`src/scss_pkg.sv`:
```
// Package for the system clock source select block
package scss_pkg;
    // ---------------------------------------------------------------
    // Register map
    // ---------------------------------------------------------------
    localparam logic [3:0] ADDR_CTRL   = 4'h0;
    localparam logic [3:0] ADDR_STATUS = 4'h4;

    // ---------------------------------------------------------------
    // Control field positions
    // ---------------------------------------------------------------
    localparam int BIT_PRECISE_ON  = 7;
    localparam int BIT_WDOG_ON     = 5;
    localparam int BIT_PRI_FD_ON   = 4;
    localparam int BIT_WDOG_FD_ON  = 3;
    localparam int SEL_LSB         = 0;
    localparam int SEL_MSB         = 2;
    localparam logic [7:0] CTRL_WMASK = 8'hbf;
    localparam logic [7:0] CTRL_RESET = 8'ha0;

    // ---------------------------------------------------------------
    // Status field positions
    // ---------------------------------------------------------------
    localparam int ST_PRI_FAIL   = 0;
    localparam int ST_WDOG_FAIL  = 1;
    localparam int ST_RECOVERED  = 2;
    localparam int ST_SRC_LSB    = 4;
    localparam int ST_SRC_MSB    = 6;

    // ---------------------------------------------------------------
    // Source codes
    // ---------------------------------------------------------------
    typedef enum logic [2:0] {
        SCSS_SRC_PRECISE_FAST = 3'h0,
        SCSS_SRC_PRECISE_SLOW = 3'h1,
        SCSS_SRC_RSVD2        = 3'h2,
        SCSS_SRC_WDOG         = 3'h3,
        SCSS_SRC_EXT_PIN      = 3'h4,
        SCSS_SRC_RSVD5        = 3'h5,
        SCSS_SRC_RSVD6        = 3'h6,
        SCSS_SRC_RSVD7        = 3'h7
    } scss_src_t;

    localparam int FAIL_WINDOW_DEF = 64;
    localparam logic [2:0] SYNC_RESET = 3'h0;
endpackage

```
`src/scss_activity_mon.sv`:
```
// Oscillator activity monitor: synchroniser plus missing-edge timer
`timescale 1ns/1ns
module scss_activity_mon #(
    parameter int WINDOW = scss_pkg::FAIL_WINDOW_DEF
) (
    input  wire logic mclk,
    input  wire logic srst,
    input  wire logic ce,
    input  wire logic enable,
    input  wire logic osc_in,
    output logic      fail
);
    typedef struct packed {
        logic [2:0]  sync;
        logic [15:0] cnt;
        logic        fail;
    } scss_mon_t;

    scss_mon_t s_q;
    scss_mon_t s_d;

    assign fail = s_q.fail;

    always_comb
    begin
        s_d      = s_q;
        s_d.sync = {s_q.sync[1:0], osc_in};
        if (!enable)
        begin
            // Disabled monitor holds no stale verdict
            s_d.cnt  = 16'h0000;
            s_d.fail = 1'b0;
        end
        else if (s_q.sync[2] != s_q.sync[1])
        begin
            s_d.cnt  = 16'h0000;
            s_d.fail = 1'b0;
        end
        else if (s_q.cnt == 16'(WINDOW - 1))
        begin
            s_d.fail = 1'b1;
        end
        else
        begin
            s_d.cnt = s_q.cnt + 16'h0001;
        end
    end

    always_ff @(posedge mclk)
    begin
        if (srst)
        begin
            s_q <= '0;
        end
        else if (ce)
        begin
            s_q <= s_d;
        end
    end
endmodule

```
`src/scss_top.sv`:
```
// System clock source select: control register, oscillator enables, failover
//
// Our own choices: the strobed register port and the address map.
`timescale 1ns/1ns
// Notes on behaviour
// Precise oscillator runs when its enable set
// Watchdog oscillator runs when its enable set
// Primary failure detect and recovery when enabled
// Watchdog oscillator failure detect when enabled
// Codes 000/001 pick precise oscillator fast/slow
// Code 011 picks the watchdog oscillator
// Code 100 picks the external clock pin
// Reserved bits written as zero, read zero
// Software avoids reserved selector codes
module scss_top #(
    parameter int FAIL_WINDOW = scss_pkg::FAIL_WINDOW_DEF
) (
    input  wire logic       mclk,
    input  wire logic       srst,
    input  wire logic       ce,
    input  wire logic [3:0] addr,
    input  wire logic [7:0] wdata,
    input  wire logic       wr,
    input  wire logic       rd,
    output logic      [7:0] rdata,
    input  wire logic       precise_osc_clk,
    input  wire logic       wdog_osc_clk,
    input  wire logic       ext_clock_input_pin,
    output logic            precise_osc_run,
    output logic            precise_osc_slow,
    output logic            wdog_osc_run,
    output logic      [2:0] sysclk_mux_sel,
    output logic            primary_fail,
    output logic            wdog_osc_fail
);
    // ---------------------------------------------------------------
    // State
    // ---------------------------------------------------------------
    typedef struct packed {
        logic [7:0] ctrl;
        logic [2:0] src;
        logic       pri_fail;
        logic       wdog_fail;
        logic       recovered;
        logic [7:0] rdata;
        logic       precise_run;
        logic       precise_slow;
        logic       wdog_run;
        logic [1:0] prec_sync;
        logic [1:0] pin_sync;
    } scss_state_t;

    scss_state_t s_q;
    scss_state_t s_d;

    logic       pri_fd_on;
    logic       wdog_fd_on;
    logic       pri_mon_fail;
    logic       wdog_mon_fail;
    logic       pri_is_ext;
    logic       ctrl_wr;
    logic       rd_ctrl;
    logic       rd_status;
    logic [7:0] status_word;

    assign pri_fd_on  = s_q.ctrl[scss_pkg::BIT_PRI_FD_ON];
    assign wdog_fd_on = s_q.ctrl[scss_pkg::BIT_WDOG_FD_ON];
    assign pri_is_ext = (s_q.src == scss_pkg::SCSS_SRC_EXT_PIN);

    // ---------------------------------------------------------------
    // Register decode
    // ---------------------------------------------------------------
    // Other addresses are ignored on write and read as zero
    assign ctrl_wr   = wr && addr == scss_pkg::ADDR_CTRL;
    assign rd_ctrl   = rd && addr == scss_pkg::ADDR_CTRL;
    assign rd_status = rd && addr == scss_pkg::ADDR_STATUS;

    // ---------------------------------------------------------------
    // Status word
    // ---------------------------------------------------------------
    function automatic logic [7:0] pack_status(input scss_state_t st);
        logic [7:0] w;
        w = 8'h00;
        w[scss_pkg::ST_PRI_FAIL]  = st.pri_fail;
        w[scss_pkg::ST_WDOG_FAIL] = st.wdog_fail;
        w[scss_pkg::ST_RECOVERED] = st.recovered;
        w[scss_pkg::ST_SRC_MSB:scss_pkg::ST_SRC_LSB] = st.src;
        return w;
    endfunction

    assign status_word = pack_status(s_q);

    // ---------------------------------------------------------------
    // Source decode
    // ---------------------------------------------------------------
    // Reserved codes keep the last legal source, so a stray write
    // never parks the system clock on an undefined input
    function automatic logic [2:0] pick_src(
        input logic [2:0] code,
        input logic [2:0] keep
    );
        logic [2:0] pick;
        case (code)
            scss_pkg::SCSS_SRC_PRECISE_FAST: pick = scss_pkg::SCSS_SRC_PRECISE_FAST;
            scss_pkg::SCSS_SRC_PRECISE_SLOW: pick = scss_pkg::SCSS_SRC_PRECISE_SLOW;
            scss_pkg::SCSS_SRC_WDOG:         pick = scss_pkg::SCSS_SRC_WDOG;
            scss_pkg::SCSS_SRC_EXT_PIN:      pick = scss_pkg::SCSS_SRC_EXT_PIN;
            default:                         pick = keep;
        endcase
        return pick;
    endfunction

    // ---------------------------------------------------------------
    // Monitors
    // ---------------------------------------------------------------
    // Primary is whichever non-watchdog source is selected
    localparam int MON_PRI  = 0;
    localparam int MON_WDOG = 1;
    localparam int MON_NUM  = 2;

    logic [MON_NUM-1:0] mon_en;
    logic [MON_NUM-1:0] mon_osc;
    logic [MON_NUM-1:0] mon_fail;

    assign mon_en[MON_PRI]   = pri_fd_on && s_q.src != scss_pkg::SCSS_SRC_WDOG
                               && !s_q.recovered;
    // Both primary candidates are synchronised ahead of the mux
    assign mon_osc[MON_PRI]  = pri_is_ext ? s_q.pin_sync[1] : s_q.prec_sync[1];
    assign mon_en[MON_WDOG]  = wdog_fd_on && s_q.wdog_run;
    assign mon_osc[MON_WDOG] = wdog_osc_clk;
    assign pri_mon_fail      = mon_fail[MON_PRI];
    assign wdog_mon_fail     = mon_fail[MON_WDOG];

    generate
        for (genvar g = 0; g < MON_NUM; g++)
        begin
            scss_activity_mon #(.WINDOW(FAIL_WINDOW)) u_mon (
                .mclk   (mclk),
                .srst   (srst),
                .ce     (ce),
                .enable (mon_en[g]),
                .osc_in (mon_osc[g]),
                .fail   (mon_fail[g])
            );
        end
    endgenerate

    // ---------------------------------------------------------------
    // Next state
    // ---------------------------------------------------------------
    always_comb
    begin
        s_d       = s_q;
        s_d.rdata = 8'h00;
        // Two flops ahead of the primary mux; the monitor adds its own
        s_d.prec_sync = {s_q.prec_sync[0], precise_osc_clk};
        s_d.pin_sync  = {s_q.pin_sync[0], ext_clock_input_pin};

        if (ctrl_wr)
        begin
            s_d.ctrl      = wdata & scss_pkg::CTRL_WMASK;
            s_d.recovered = 1'b0;
            s_d.pri_fail  = 1'b0;
        end

        // Source follows selector unless a recovery overrides it
        if (!s_d.recovered)
        begin
            s_d.src = pick_src(s_d.ctrl[scss_pkg::SEL_MSB:scss_pkg::SEL_LSB], s_q.src);
        end

        if (pri_mon_fail && pri_fd_on)
        begin
            // Fall back to the watchdog oscillator, forcing it on
            s_d.pri_fail  = 1'b1;
            s_d.recovered = 1'b1;
            s_d.src       = scss_pkg::SCSS_SRC_WDOG;
        end

        // Dropping detection ends any recovery at once
        if (!s_d.ctrl[scss_pkg::BIT_PRI_FD_ON])
        begin
            s_d.pri_fail  = 1'b0;
            s_d.recovered = 1'b0;
        end

        s_d.wdog_fail = wdog_mon_fail && wdog_fd_on;
        s_d.precise_run = s_d.ctrl[scss_pkg::BIT_PRECISE_ON];
        s_d.precise_slow = (s_d.src == scss_pkg::SCSS_SRC_PRECISE_SLOW);
        s_d.wdog_run = s_d.ctrl[scss_pkg::BIT_WDOG_ON] || s_d.recovered;

        if (rd_ctrl)
        begin
            s_d.rdata = s_q.ctrl;
        end
        else if (rd_status)
        begin
            s_d.rdata = status_word;
        end
    end

    always_ff @(posedge mclk)
    begin
        if (srst)
        begin
            // Both oscillators run out of reset, matching the control default
            s_q              <= '0;
            s_q.ctrl         <= scss_pkg::CTRL_RESET;
            s_q.precise_run  <= 1'b1;
            s_q.wdog_run     <= 1'b1;
        end
        else if (ce)
        begin
            s_q <= s_d;
        end
    end

    // ---------------------------------------------------------------
    // Outputs
    // ---------------------------------------------------------------
    assign rdata            = s_q.rdata;
    assign precise_osc_run  = s_q.precise_run;
    assign precise_osc_slow = s_q.precise_slow;
    assign wdog_osc_run     = s_q.wdog_run;
    assign sysclk_mux_sel   = s_q.src;
    assign primary_fail     = s_q.pri_fail;
    assign wdog_osc_fail    = s_q.wdog_fail;
endmodule

```
`config.mk`:
```
export PLATFORM = sky130hd
export DESIGN_NAME = scss_top
export DESIGN_NICKNAME = d
export VERILOG_FILES = /design/src/scss_pkg.sv /design/src/scss_activity_mon.sv /design/src/scss_top.sv
export SDC_FILE = /design/constraint.sdc
export NUM_CORES = 1
export LEC_CHECK = 0
export BUFFER_PORTS_ARGS = -buffer_cell sky130_fd_sc_hd__buf_2
export CAP_MARGIN = 10
export CORE_ASPECT_RATIO = 0.5
export CORE_MARGIN = 1.5
export CORE_UTILIZATION = 40
export DETAILED_ROUTE_END_ITERATION = 12
export GPL_ROUTABILITY_DRIVEN = 0
export PLACE_DENSITY = 0.65
export SLEW_MARGIN = 30
export SYNTH_ARGS = -nofsm -noshare
export SYNTH_HDL_FRONTEND = slang
export SYNTH_SLANG_ARGS = --single-unit
```
`constraint.sdc`:
```
create_clock -name mclk -period 2.6 [get_ports mclk]
set_input_delay 0.52 -clock mclk [delete_from_list [all_inputs] [get_ports mclk]]
set_output_delay 0.52 -clock mclk [all_outputs]
set_load 0.1 [all_outputs]
```
==> key figures <==
Finish
  • ANT cells: 0
  • Synthesis-to-layout area growth: 14.3%
  • Fin nets: 430
  • Ratio of cells with drive above 1 in the final layout: a little under 20%
  • Fillers: ~800
  • Most frequent cells in the layout: dfxtp_1 (67), nor2_1 (49), buf_2 (34)
  • Commonest non-fill, non-tap cell in the layout: dfxtp_1

Clock tree
  • Clk sinks: 67
  • CTS max path bufs: 2
  • # hold bufs at CTS: 0
  • Clock Latency Late Sink: 0.34 ns
  • H-Tree Depth: 3
  • Post CTS Setup Buffer Count: 0
  • Cts bufs inserted: 9
  • Register clock-pin slew on the reported worst setup and hold paths: roughly 0.06 ns
  • CTS root buf: clkbuf_16
  • Resized cells post-CTS: 0
  • TritonCTS clock tree: done

Worst setup path
  • Worst Setup Path Type: reg2reg
  • Worst Path Max Fanout: 14
  • CP startpoint kind: register
  • Worst setup EP type: register
  • Crit path arrival time: 2.39 ns
  • WP data required: roughly 2.9 ns

Logic synthesis
  • Sequential share of the synthesized area: about 40%
  • Yosys reg bits: 67
  • Syn Inst Count: just under 400
  • Top-area cell type share of the netlist area: between 40 and 50%
  • Synth unique cells: 61
  • Syn_nets: ~400
  • Fraction of registers with async set/reset: 0%
  • Syn avg cell area: between 8 and 9 µm²
  • Warnings from Yosys: 0
  • Number of enable flip-flop cells after synthesis: 0
  • Top post-synthesis cells by area: dfxtp_1 (40%), nor2_1 (5.5%), mux2i_1 (4.8%)
  • Top FF cell, synth: dfxtp_1
  • Post-synthesis cell area: about 0.0033 mm²
  • Synth area leader: dfxtp_1

Detailed routing
  • Post-route ant nets: 0
  • Initial DRC count: 194
  • DR WL/cell: roughly 14 µm
  • Total wire length: 7.33 mm
  • DRC viols: 0
  • Total iterations of the first detailed-routing run: 4
  • Vias: 2,827
  • Via/cell ratio: about 5.4

Timing
  • Final min period: approximately 2.1 ns
  • Clock skew: roughly 0.0060 ns
  • Endpoints failing setup: 0
  • Post-route clock period utilization: approximately 82%
  • TNS Setup: 0 ns
  • RSZ-0062 raised after global routing: false
  • Hold_ws: between 0.4 and 0.5 ns
  • Final hold vios: 0
  • Slew headroom: a little over half
  • Worst-Margin Slew: between 0.6 and 0.7 ns
  • F_max: between 400 and 500 MHz
  • Fin. max-slew vios: 0

GRT
  • Total global-route track usage: about 17%
  • Remaining Overflow, GRT: 0
  • Largest net degree at the start of global routing: 33
  • First-pass GRT wire length: 12.1 mm
  • Antenna violations before repair: 0
  • Via count of the first global-routing pass: between 2,000 and 2,500

Floorplanning
  • Die area: 0.00888 mm²
  • Row cnt: 23
  • Die Wd: around 130 µm
  • Num ports: 36
  • Core area: roughly 0.0080 mm²
  • Die Ht: just under 70 µm
  • Initial Util: between 40 and 50%

Power
  • Leakage: 1.42 nW
  • Max IR drop VDD: 0.000392 V
  • Pwr dens: between 600 and 700 mW/mm²

Placement
  • IO Port Bufs: 34
  • Post-DP HPWL: about 5.0 mm

Flow run
  • Maxcap violations: 0

Min path
  • Min-Delay Path Class: in2reg

Status
  • Status: finished, final reports clean
path summary, 6_finish.rpt:
check / to / cells past startpoint / slack (ns) / start
worst max-delay path: genblk1[0].u_mon.s_q[7] / 4 / 0.47 / genblk1[0].u_mon.s_q[8]
worst min register to register: wdog_osc_fail / 2 / 0.48 / wdog_osc_fail
worst min-delay path: s_d[3] / 3 / 0.41 / precise_osc_clk
worst max register to register: genblk1[0].u_mon.s_q[7] / 4 / 0.47 / genblk1[0].u_mon.s_q[8]
metrics by stage:
step | total power, mW | util, % | cell area [µm²] | setup WS (ns) | std cells
after global placement | 1.18 | 43.5 | 3500 | 0.331 | 509
final | 2.36 | 47.2 | 3790 | 0.474 | 525
after detailed placement | 1.18 | 43.5 | 3500 | 0.308 | 509
after CTS | 2.39 | 47.2 | 3790 | 0.463 | 525
after floorplan | 1.15 | - | 3320 | 0.480 | 387
after global routing | 2.44 | 47.2 | 3790 | 0.265 | 525
kinds of logic after synthesis:
kind of cell / synth area share [%]
buf+inv: 6.00
fa+ha+maj: 0.754
flops: 40.4
compound gates: 16.2
simple gates: 26.4
xor+xnor: 3.70
mux: 6.53
synthesized netlist by cell type (3+ instances only):
library cell	instances
xnor2_1	3
nand4_1	4
a31oi_1	6
mux2i_1	16
dfxtp_1	67
buf_4	12
and3_1	8
a21oi_1	21
o211ai_1	3
inv_1	4
clkbuf_1	13
nand2_1	30
xor2_1	11
a22oi_1	10
nand3b_1	4
and4_1	3
nand3_1	31
or4_1	3
o21ai_0	14
or3_2	5
mux2_2	5
or3_1	8
nor2_1	49
nor3_1	6
nor4_1	4
state kept, by name, indices dropped and copies added, names as in the netlist:
| name | cells |
|---|---|
| wdog_osc_fail | 1 |
| primary_fail | 1 |
| wdog_osc_run | 1 |
| s_q | 9 |
| s_d | 2 |
| genblk1.u_mon.fail | 2 |
| pri_fd_on | 1 |
| precise_osc_slow | 1 |
| sysclk_mux_sel | 3 |
| genblk1.u_mon.s_q | 34 |
| rdata | 8 |
| genblk1.u_mon.s_d | 4 |
worst max-delay path: stages (launching register included):
cell and delay [ns]:
dfxtp_1 0.38, or4_4 0.59, o41ai_4 0.72, o21ai_0 0.19, a21oi_1 0.17
cell type report:
type | instances | area (µm²) | area share (%)
multi-input combinational | 285 | 1780 | 46.9
sequential | 67 | 1340 | 35.4
clock buffer | 10 | 229 | 6.04
timing repair buffer | 41 | 223 | 5.88
tap | 112 | 140 | 3.70
clock inverter | 6 | 65.1 | 1.72
inverter | 4 | 15.0 | 0.396
power by group:
group / leakage (nW) / switching, mW / total (mW) / internal (mW)
combinational: 0.736 / 0.0760 / 0.115 / 0.0394
sequential: 0.541 / 0.00567 / 1.04 / 1.04
clock: 0.143 / 0.462 / 1.21 / 0.743
layer usage:
layer / share of wire (%) / global-route usage [%] / up-vias / wire, µm
met5: 0 / 0 / - / 0
met4: 1.1 / 5.00 / 0 / 80
met3: 5.0 / 6.23 / 8 / 369
met2: 43 / 27.6 / 51 / 3170
met1: 51 / 22.7 / 1320 / 3710
li1: - / - / 1448 / -
No activity file was read; power rests on OpenSTA's default activity.
